===== src/rtl/timer_mm_pkg.sv =====
// Constants, field layout and helpers of the global mode control block.
// Assumes one core clock; used by the design modules of the block.
package timer_mm_pkg;

	// --------------------------------------------------------------
	// Global mode control word
	// --------------------------------------------------------------
	localparam logic [15:0] MM_RESET      = 16'h0000;
	localparam int          TOD_LO_POS    = 0;
	localparam int          TOD_HI_POS    = 1;
	localparam int          CMP1_EN_POS   = 2;
	localparam int          CMP2_EN_POS   = 3;
	localparam int          FSRC_LSB      = 4;
	localparam int          FSRC_MSB      = 7;
	localparam int          FDIV_LSB      = 8;
	localparam int          FDIV_MSB      = 11;
	localparam int          FGATE_POS     = 12;
	localparam int          WIDE_POS      = 13;
	localparam int          SEQ_POS       = 14;
	localparam int          BCD_POS       = 15;

	// --------------------------------------------------------------
	// Commands on the control port
	// --------------------------------------------------------------
	localparam logic [7:0] CMD_FGATE_SET    = 8'h01;
	localparam logic [7:0] CMD_FGATE_CLR    = 8'h02;
	localparam logic [7:0] CMD_WIDE_SET     = 8'h03;
	localparam logic [7:0] CMD_WIDE_CLR     = 8'h04;
	localparam logic [7:0] CMD_SEQ_SET      = 8'h05;
	localparam logic [7:0] CMD_SEQ_CLR      = 8'h06;
	localparam logic [7:0] CMD_MASTER_RESET = 8'hff;

	// --------------------------------------------------------------
	// Sources, scaler, output control and counter mode fields
	// --------------------------------------------------------------
	localparam int          FSRC_F1_IDX   = 10;
	localparam logic [4:0]  FDIV_ZERO_N   = 5'h10;
	localparam logic [3:0]  SCALE_BIN_MAX = 4'hf;
	localparam logic [3:0]  SCALE_BCD_MAX = 4'h9;
	localparam logic [2:0]  OC_HIGH_A     = 3'h1;
	localparam logic [2:0]  OC_HIGH_B     = 3'h2;
	localparam logic [2:0]  OC_LOW        = 3'h5;
	localparam int          CM_GATE_LSB   = 13;
	localparam int          CM_SPECIAL    = 7;
	localparam int          CM_RELOAD     = 6;
	localparam int          CM_REPEAT     = 5;
	localparam logic [2:0]  GC_NONE       = 3'h0;
	localparam logic [2:0]  GC_EDGE_HI    = 3'h6;
	localparam logic [2:0]  GC_EDGE_LO    = 3'h7;

	typedef enum logic [1:0] {GATE_NONE, GATE_LEVEL, GATE_EDGE} gate_kind_t;

	typedef struct packed {
		logic       valid;
		logic       reload_load;
		logic [1:0] tc_count;
		gate_kind_t gate_kind;
	} mode_attr_t;

	// Mode family A..L; tc_count 0 means repeat without disarming
	function automatic mode_attr_t decode_mode(input logic [15:0] cm);
		mode_attr_t m;
		logic [2:0] gc;
		gc = cm[CM_GATE_LSB +: 3];
		m.valid = !cm[CM_SPECIAL];
		m.reload_load = !cm[CM_RELOAD];
		if (cm[CM_REPEAT]) begin
			m.tc_count = 2'd0;
		end else if (cm[CM_RELOAD]) begin
			m.tc_count = 2'd2;
		end else begin
			m.tc_count = 2'd1;
		end
		if (gc == GC_NONE) begin
			m.gate_kind = GATE_NONE;
		end else if (gc == GC_EDGE_HI || gc == GC_EDGE_LO) begin
			m.gate_kind = GATE_EDGE;
		end else begin
			m.gate_kind = GATE_LEVEL;
		end
		return m;
	endfunction

	function automatic logic apply_pol(input logic lvl, input logic [2:0] oc);
		return (oc == OC_LOW) ? !lvl : lvl;
	endfunction

	function automatic logic digit_half(input logic [3:0] dg, input logic bcd);
		return bcd ? (dg >= 4'h5) : dg[3];
	endfunction

endpackage


===== src/rtl/mm_cfg_if.sv =====
// Mode fields shared by the control core and its two helpers.
// Assumes all parties run on the core clock.
`timescale 1ns/1ps
`default_nettype none
interface mm_cfg_if;
	logic [3:0] fsrc_sel;
	logic [3:0] fdiv;
	logic       gate_off;
	logic       tod_enable;
	logic       cmp1_enable;
	logic       cmp2_enable;
	modport owner (output fsrc_sel, fdiv, gate_off, tod_enable,
		cmp1_enable, cmp2_enable);
	modport freq (input fsrc_sel, fdiv, gate_off);
	modport cmp (input tod_enable, cmp1_enable, cmp2_enable);
endinterface
`default_nettype wire


===== src/rtl/alarm_compare.sv =====
// Alarm comparators of counters one and two with 32-bit chaining.
// Assumes counter values and normal outputs come from core clock logic.
`timescale 1ns/1ps
`default_nettype none
module alarm_compare
	import timer_mm_pkg::*;
(
	input  wire logic        core_clk_i,
	input  wire logic        sys_rst_i,
	mm_cfg_if.cmp            cfg,
	input  wire logic [15:0] counter1_value_i,
	input  wire logic [15:0] counter2_value_i,
	input  wire logic [15:0] alarm1_i,
	input  wire logic [15:0] alarm2_i,
	input  wire logic [2:0]  out_ctl1_i,
	input  wire logic [2:0]  out_ctl2_i,
	input  wire logic        counter1_tc_out_i,
	input  wire logic        counter2_tc_out_i,
	output logic             counter1_output_o,
	output logic             counter2_output_o
);
	typedef struct packed {
		logic counter1_output;
		logic counter2_output;
	} cmp_state_t;

	cmp_state_t q;
	cmp_state_t d;
	logic       eq1;
	logic       eq2;
	logic       chained;
	logic       match2;

	always_comb begin
		d = q;
		eq1 = counter1_value_i == alarm1_i;
		eq2 = counter2_value_i == alarm2_i;
		chained = !cfg.tod_enable && cfg.cmp1_enable && cfg.cmp2_enable;
		match2 = chained ? (eq1 && eq2) : eq2;
		d.counter1_output = cfg.cmp1_enable ? apply_pol(eq1, out_ctl1_i)
			: counter1_tc_out_i;
		d.counter2_output = cfg.cmp2_enable ? apply_pol(match2, out_ctl2_i)
			: counter2_tc_out_i;
	end

	always_ff @(posedge core_clk_i) begin
		if (sys_rst_i) begin
			q <= '0;
		end else begin
			q <= d;
		end
	end

	assign counter1_output_o = q.counter1_output;
	assign counter2_output_o = q.counter2_output;
endmodule
`default_nettype wire


===== src/rtl/freq_out_gen.sv =====
// Frequency output: source pick, divide by 1..16, software gate.
// Assumes source levels are already in the core clock domain.
`timescale 1ns/1ps
`default_nettype none
module freq_out_gen
	import timer_mm_pkg::*;
(
	input  wire logic        core_clk_i,
	input  wire logic        sys_rst_i,
	mm_cfg_if.freq           cfg,
	input  wire logic [14:0] src_level_i,
	output logic             freq_output_o
);
	typedef struct packed {
		logic       sel;
		logic [3:0] cnt;
		logic       freq_output;
	} freq_output_state_t;

	freq_output_state_t q;
	freq_output_state_t d;
	logic        sel;
	logic        rise;
	logic [4:0]  n_div;

	always_comb begin
		d = q;
		if (cfg.fsrc_sel == 4'h0) begin
			sel = src_level_i[FSRC_F1_IDX];
		end else begin
			sel = src_level_i[cfg.fsrc_sel - 4'h1];
		end
		n_div = (cfg.fdiv == 4'h0) ? FDIV_ZERO_N : {1'b0, cfg.fdiv};
		rise = sel && !q.sel;
		d.sel = sel;
		if (rise) begin
			if ({1'b0, q.cnt} + 5'h01 >= n_div) begin
				d.cnt = 4'h0;
			end else begin
				d.cnt = q.cnt + 4'h1;
			end
		end
		if (cfg.gate_off) begin
			d.freq_output = 1'b0;
		end else if (n_div == 5'h01) begin
			d.freq_output = q.sel;
		end else begin
			d.freq_output = {1'b0, q.cnt} < (n_div >> 1);
		end
	end

	always_ff @(posedge core_clk_i) begin
		if (sys_rst_i) begin
			q <= '0;
		end else begin
			q <= d;
		end
	end

	assign freq_output_o = q.freq_output;
endmodule
`default_nettype wire


===== src/rtl/timer_master_mode_control.sv =====
// Global mode control of a five-counter timing controller: host port,
// mode word, frequency scaler, gating, comparators and frequency output.
// Assumes host pins are asynchronous; counter values share core_clk_i.
//
// Summary of operation
// Both time-of-day bits zero: counters one and two act like others.
// Either time-of-day bit set enables 24-hour decade decoding.
// Enable bits route each comparator result onto its counter output.
// Compare polarity high for codes 001 or 010, low for 101.
// Compare output stays true until the count changes away.
// Without time-of-day, both enabled: output two needs 32-bit match.
// Four-bit source field picks source, gate or internal frequency.
// Source code zero guarantees an active frequency after reset.
// Divider field divides the chosen source by 1 to 16.
// Divider resets to divide by sixteen.
// Gate bit set forces the frequency output low; reset gates on.
// Gate bit written with the word or set and cleared by command.
// Wide bus moves whole words; byte pointer stays set.
// Narrow bus moves bytes on low lines; pointer toggles per byte.
// Narrow bus: data lines eight to twelve AND into counter gates.
// Sequencing bit one stops automatic data pointer stepping.
// Sequencing bit written with the word or by set/clear command.
// Scaler bit picks binary steps of 16 or decimal steps of 10.
// Modes A-F reload from load register; A-C once, D-F repeat.
// Gate code 000 ungated; level counts while active; edge starts.
// Modes G-I count to terminal count twice then disarm.
// Modes J-L count to terminal count repeatedly.
// Power-on or master reset command clears the whole mode word.
// Enabled comparator matches when counter equals its alarm.
`timescale 1ns/1ps
`default_nettype none
module timer_master_mode_control
	import timer_mm_pkg::*;
(
	input  wire logic        core_clk_i,
	input  wire logic        sys_rst_i,
	input  wire logic        chip_sel_n_i,
	input  wire logic        rd_n_i,
	input  wire logic        wr_n_i,
	input  wire logic        ctl_sel_i,
	input  wire logic [15:0] db_i,
	output logic      [15:0] db_o,
	output logic             db_oe_o,
	input  wire logic [4:0]  source_pin_i,
	input  wire logic [4:0]  gate_pin_i,
	input  wire logic [15:0] counter1_value_i,
	input  wire logic [15:0] counter2_value_i,
	input  wire logic [15:0] alarm1_i,
	input  wire logic [15:0] alarm2_i,
	input  wire logic [2:0]  out_ctl1_i,
	input  wire logic [2:0]  out_ctl2_i,
	input  wire logic        counter1_tc_out_i,
	input  wire logic        counter2_tc_out_i,
	input  wire logic [15:0] counter_mode_i,
	output logic             counter1_output_o,
	output logic             counter2_output_o,
	output logic             freq_output_o,
	output logic             time_of_day_o,
	output logic      [4:0]  gate_eff_o,
	output logic             byte_ptr_o,
	output logic             wide_bus_select_o,
	output logic             pointer_autoseq_disable_o,
	output logic             scaler_bcd_select_o,
	output logic      [4:0]  internal_freq_o,
	output logic             mode_valid_o,
	output logic             mode_reload_load_o,
	output logic      [1:0]  mode_tc_count_o,
	output logic      [1:0]  mode_gate_kind_o
);
	// ------------------------------------------------------------------
	// State
	// ------------------------------------------------------------------
	typedef struct packed {
		logic [3:0]       bus_s1;
		logic [3:0]       bus_s2;
		logic [15:0]      db_s1;
		logic [15:0]      db_s2;
		logic [4:0]       src_s1;
		logic [4:0]       src_s2;
		logic [4:0]       gate_s1;
		logic [4:0]       gate_s2;
		logic             rd_prev;
		logic             wr_prev;
		logic [15:0]      mm;
		logic             hi_next;
		logic [7:0]       lo_byte;
		logic [15:0]      dout;
		logic             oe;
		logic [4:0]       gate_eff;
		logic             time_of_day;
		logic             f1;
		logic [3:0][3:0]  digit;
		mode_attr_t       mode;
	} core_state_t;

	core_state_t q;
	core_state_t d;
	logic        cs_s;
	logic        rd_s;
	logic        wr_s;
	logic        ctl_s;
	logic [15:0] db_s;
	logic        wr_done;
	logic        rd_done;
	logic        wide;
	logic        carry;
	logic [3:0]  scl_max;
	logic [4:0]  int_freq;
	logic [14:0] src_level;

	mm_cfg_if cfg ();

	// ------------------------------------------------------------------
	// Next state
	// ------------------------------------------------------------------
	always_comb begin
		d = q;
		// Pins held active high so a cleared stage reads as idle
		d.bus_s1 = {!chip_sel_n_i, !rd_n_i, !wr_n_i, ctl_sel_i};
		d.bus_s2 = q.bus_s1;
		d.db_s1 = db_i;
		d.db_s2 = q.db_s1;
		d.src_s1 = source_pin_i;
		d.src_s2 = q.src_s1;
		d.gate_s1 = gate_pin_i;
		d.gate_s2 = q.gate_s1;
		cs_s = q.bus_s2[3];
		rd_s = q.bus_s2[2];
		wr_s = q.bus_s2[1];
		ctl_s = q.bus_s2[0];
		db_s = q.db_s2;
		d.rd_prev = rd_s;
		d.wr_prev = wr_s;
		wr_done = cs_s && q.wr_prev && !wr_s;
		rd_done = cs_s && q.rd_prev && !rd_s;
		wide = q.mm[WIDE_POS];

		// Host writes and reads
		if (wr_done && ctl_s) begin
			unique case (db_s[7:0])
				CMD_FGATE_SET: d.mm[FGATE_POS] = 1'b1;
				CMD_FGATE_CLR: d.mm[FGATE_POS] = 1'b0;
				CMD_WIDE_SET: d.mm[WIDE_POS] = 1'b1;
				CMD_WIDE_CLR: d.mm[WIDE_POS] = 1'b0;
				CMD_SEQ_SET: d.mm[SEQ_POS] = 1'b1;
				CMD_SEQ_CLR: d.mm[SEQ_POS] = 1'b0;
				CMD_MASTER_RESET: begin
					d.mm = MM_RESET;
					d.hi_next = 1'b0;
				end
				default: d.mm = q.mm;
			endcase
		end else if (wr_done) begin
			if (wide) begin
				d.mm = db_s;
			end else if (!q.hi_next) begin
				d.lo_byte = db_s[7:0];
				d.hi_next = 1'b1;
			end else begin
				d.mm = {db_s[7:0], q.lo_byte};
				d.hi_next = 1'b0;
			end
		end else if (rd_done && !ctl_s && !wide) begin
			d.hi_next = !q.hi_next;
		end
		if (d.mm[WIDE_POS]) begin
			d.hi_next = 1'b0;
		end
		d.oe = cs_s && rd_s;
		if (ctl_s) begin
			d.dout = {13'h0000, counter2_output_o, counter1_output_o,
				!q.hi_next};
		end else if (wide) begin
			d.dout = q.mm;
		end else begin
			d.dout = {8'h00, q.hi_next ? q.mm[15:8] : q.mm[7:0]};
		end

		// Auxiliary gates on the upper data lines in narrow mode
		for (int i = 0; i < 5; i++) begin
			d.gate_eff[i] = q.gate_s2[i] && (wide || q.db_s2[8 + i]);
		end
		d.time_of_day = q.mm[TOD_LO_POS] || q.mm[TOD_HI_POS];

		// Frequency scaler chain
		scl_max = q.mm[BCD_POS] ? SCALE_BCD_MAX : SCALE_BIN_MAX;
		d.f1 = !q.f1;
		carry = !q.f1;
		for (int k = 0; k < 4; k++) begin
			if (carry) begin
				d.digit[k] = (q.digit[k] >= scl_max) ? 4'h0
					: q.digit[k] + 4'h1;
			end
			carry = carry && (q.digit[k] >= scl_max);
		end
		int_freq[0] = q.f1;
		for (int k = 0; k < 4; k++) begin
			int_freq[k + 1] = digit_half(q.digit[k], q.mm[BCD_POS]);
		end
		src_level = {int_freq, q.gate_eff, q.src_s2};

		d.mode = decode_mode(counter_mode_i);
	end

	always_ff @(posedge core_clk_i) begin
		if (sys_rst_i) begin
			q <= '0;
		end else begin
			q <= d;
		end
	end

	// ------------------------------------------------------------------
	// Helpers and outputs
	// ------------------------------------------------------------------
	assign cfg.fsrc_sel = q.mm[FSRC_MSB:FSRC_LSB];
	assign cfg.fdiv = q.mm[FDIV_MSB:FDIV_LSB];
	assign cfg.gate_off = q.mm[FGATE_POS];
	assign cfg.tod_enable = q.time_of_day;
	assign cfg.cmp1_enable = q.mm[CMP1_EN_POS];
	assign cfg.cmp2_enable = q.mm[CMP2_EN_POS];

	freq_out_gen u_freq (
		.core_clk_i    (core_clk_i),
		.sys_rst_i     (sys_rst_i),
		.cfg           (cfg.freq),
		.src_level_i   (src_level),
		.freq_output_o (freq_output_o)
	);

	alarm_compare u_cmp (
		.core_clk_i        (core_clk_i),
		.sys_rst_i         (sys_rst_i),
		.cfg               (cfg.cmp),
		.counter1_value_i  (counter1_value_i),
		.counter2_value_i  (counter2_value_i),
		.alarm1_i          (alarm1_i),
		.alarm2_i          (alarm2_i),
		.out_ctl1_i        (out_ctl1_i),
		.out_ctl2_i        (out_ctl2_i),
		.counter1_tc_out_i (counter1_tc_out_i),
		.counter2_tc_out_i (counter2_tc_out_i),
		.counter1_output_o (counter1_output_o),
		.counter2_output_o (counter2_output_o)
	);

	assign db_o = q.dout;
	assign db_oe_o = q.oe;
	assign time_of_day_o = q.time_of_day;
	assign gate_eff_o = q.gate_eff;
	assign byte_ptr_o = !q.hi_next;
	assign wide_bus_select_o = q.mm[WIDE_POS];
	assign pointer_autoseq_disable_o = q.mm[SEQ_POS];
	assign scaler_bcd_select_o = q.mm[BCD_POS];
	assign internal_freq_o = {q.digit[3][3], q.digit[2][3], q.digit[1][3],
		q.digit[0][3], q.f1};
	assign mode_valid_o = q.mode.valid;
	assign mode_reload_load_o = q.mode.reload_load;
	assign mode_tc_count_o = q.mode.tc_count;
	assign mode_gate_kind_o = q.mode.gate_kind;
endmodule
`default_nettype wire


===== config.mk =====
export PLATFORM = sky130hd
export DESIGN_NAME = timer_master_mode_control
export DESIGN_NICKNAME = d
export VERILOG_FILES = /design/src/rtl/timer_mm_pkg.sv /design/src/rtl/mm_cfg_if.sv /design/src/rtl/alarm_compare.sv /design/src/rtl/freq_out_gen.sv /design/src/rtl/timer_master_mode_control.sv
export SDC_FILE = /design/constraint.sdc
export NUM_CORES = 1
export LEC_CHECK = 0
export BUFFER_PORTS_ARGS = -buffer_cell sky130_fd_sc_hd__buf_2
export CAP_MARGIN = 0
export CORE_ASPECT_RATIO = 1.4
export CORE_MARGIN = 2
export CORE_UTILIZATION = 58
export CTS_BUF_LIST = sky130_fd_sc_hd__clkbuf_16
export CTS_CLUSTER_DIAMETER = 80
export DETAILED_ROUTE_END_ITERATION = 8
export PLACE_DENSITY = 0.92
export SYNTH_ARGS = -nofsm -noshare
export SYNTH_HDL_FRONTEND = slang
export SYNTH_HIERARCHICAL = 1
export SYNTH_SLANG_ARGS = --single-unit

===== constraint.sdc =====
create_clock -name core_clk_i -period 4.57 [get_ports core_clk_i]
set_input_delay 0.914 -clock core_clk_i [delete_from_list [all_inputs] [get_ports core_clk_i]]
set_output_delay 0.914 -clock core_clk_i [all_outputs]
set_load 0.05 [all_outputs]

==> impl_metrics.toml <==
[outcome]
run_status = "finished, final reports clean"

[critical_path]
end_kind = "register"
start_kind = "register"
crit_type = "register to register"
cp.required_ns = 4.88
arrival_ns = 2.84
crit_path_max_fanout = 9

[global_route]
grt-ovfl-total = 0
grt_max_degree = 112
grt_use_total_pct = 25.3
grt_pass1_vias = 5230
grt_pass1_wl_um = 23700
antenna_found_initial = 0

[place]
gp_congestion = 0.882
dpl.hpwl_um = 10300
port-buffer-count = 150

[route]
routed_wl_um = 14800
viasPerCell = 5.66
vias = 5373
detail-route-antenna-nets = 0
wl_per_cell_um = 15.6
first_pass_iters = 5
drc = 0
dr.first_iter.drc_count = 293

[clocking]
cts.sinks = 141
cts.path.max_buffers = 2
clock_latency_ns = 0.42
ctsRootBufferMaster = "clkbuf_16"
htree_levels = 4
cts_tree = "built"
cts-resized-gates = 0
cts_hold_buf = 0
post_cts_buffers = 0
clkTransAtPathRegs_ns = 0.06
cts_inserted_buffers = 17

[flow_run]
drv_cap = 0

[synth]
synth.top_cell.area_share_pct = 43.4
netlist_top_cells_area = "dfxtp_1 43%, nor2b_1 6.4%, ha_1 5.8%"
synth_nets = 837
synth_seq_cells = 141
synth.most_common_cell = "dfxtp_1"
synth_enable_flop_cells = 0
synth_xor_area_share_pct = 5.37
async_flop_share_pct = 0
yosys.cell_types.count = 73
synth_cells = 687
synthFlopType = "dfxtp_1"
yosys.area.top_type = "dfxtp_1"
synth_common_cells = "141 x dfxtp_1, 66 x nor2b_1, 48 x nand2_1"
synth.mux.area_fraction_pct = 1.71
synth-simple-area-share_pct = 20.3
syn_avg_cell_area_um2 = 9.46
synth_top_family_by_area = "simple AND/OR/NAND/NOR gates"
ys_seq_area_share_pct = 43.4
synth_area_um2 = 6500
synthAdderAreaFrac_pct = 5.93
synth_compound_area_share_pct = 16.1
yosys_warnings = 6

[layout]
drive_above_1_share_pct = 25.0
register_area_um2 = 2820
diodes = 0
nFillCells = 803
fin_nets = 946
synthToLayoutAreaGrowth_pct = 17.4
multi_input_area_um2 = 3210

[timing]
max_slew_margin_pct = 24.2
period_minus_slack_ns = 2.53
worst_pin_slew_ns = 1.14
hold_viol = 0
fmax_ghz = 0.395
finalCritPeriodShare_pct = 55.4
maxSlewViolCount = 0
setup_violations = 0
clock_skew_ns = 0.00783
rsz0062_at_grt = "false"
fin_setup_tns_ns = 0
holdWs_ns = 0.434

[floorplan]
std_cell_rows = 45
die_w_um = 93.5
die_h_um = 129
start_util_pct = 59.8
fp.coreArea_um2 = 10900
die-area_um2 = 12100
ios = 161

[pwr]
power_density_nw_per_um2 = 364
irDropWorstVdd_mv = 0.246
leakage_nw = 3.37

[min_path]
hold_path.class = "register to register"
[cell families (layout without fill, tap and decap cells)]
family / count (synthesis) / in the layout
and+or+nand+nor: 242 / 242
DFF: 141 / 141
AOI/OAI and AO/OA: 139 / 139
buffers and inverters: 88 / 209
xor gates and xnor gates: 39 / 39
adders and majority gates: 31 / 31
muxes: 7 / 7
[per-layer routing]
| layer | up-vias | global-route usage (%) | share of wire [%] | wire [um] |
|---|---|---|---|---|
| li1 | 2597 | - | - | - |
| met1 | 2495 | 25.4 | 36 | 5300 |
| met2 | 245 | 48.5 | 55 | 8120 |
| met3 | 36 | 6.40 | 6.8 | 1000 |
| met4 | 0 | 11.2 | 2.6 | 379 |
| met5 | - | 0 | 0 | 0 |
[power by group]
group	internal, mW	leakage, nW	switching [mW]	total, mW
clock	0.755	0.267	0.547	1.30
combinational	0.0831	1.95	0.0984	0.182
sequential	1.26	1.15	0.0263	1.29
total	2.10	3.37	0.672	2.77
[layout by cell type (no fill, tap or decap), types with 6 or more instances in the layout]
cell	instances
buf_2	149
dfxtp_1	141
nor2b_1	66
nand2_1	48
a21oi_1	35
xor2_1	33
ha_1	30
nor2_1	29
inv_1	26
and3_1	17
clkbuf_16	17
o21ai_0	16
nor3_1	16
nand3_1	14
nand4_1	11
nand2b_1	10
nor4_1	9
o2bb2ai_1	8
a21o_1	7
o211a_1	6
inv_6	6
[stage by stage]
step	setup WS (ns)	total power [mW]	cell area, um^2	instances	util, %
6_report	2.04	2.77	7630	949	70.2
5_1_grt	1.89	2.86	7630	949	70.2
4_1_cts	2.05	2.79	7630	949	70.2
3_5_place_dp	1.68	1.50	7070	918	65.1
3_3_place_gp	1.72	1.49	7070	918	65.1
2_1_floorplan	2.17	1.42	6500	687	-
[layout make-up]
cell class                      instances  area share [%]
Tap cell                              141            2.31
Clock buffer                           17            5.57
Timing Repair Buffer                  151            9.97
Clock inverter                         14            1.75
Sequential cell                       141            37.0
Multi-Input combinational cell        458            42.1
Inverter                               27            1.33
[worst max-delay path: stages, from the launching register on]
cell	delay (ns)
dfxtp_1	0.59
inv_1	0.17
ha_1	0.26
xor2_2	0.26
mux4_1	0.33
or2_1	0.27
a31oi_4	0.26
nor3b_1	0.09
a31o_1	0.19
[final timing paths]
check                                     start  slack [ns]          end  cells past startpoint
worst max-delay path            cfg.fsrc_sel[0]        2.04  u_freq/q[4]                      8
worst max register to register  cfg.fsrc_sel[0]        2.04  u_freq/q[4]                      8
worst min-delay path                     d[105]        0.43     db_s[12]                      1
worst min register to register           d[105]        0.43     db_s[12]                      1
[registers in the layout, summed over array words and instances (netlist names), 2 cells and up]
name and flops:
mode_tc_count_o 2, gate_eff_o 5, mode_gate_kind_o 2, q 35, cfg.fsrc_sel 4, d 32, u_freq/q 5, db_s 16
db_o 16, cfg.fdiv 4, internal_freq_o 5
Power figures use the tool's default switching activity.
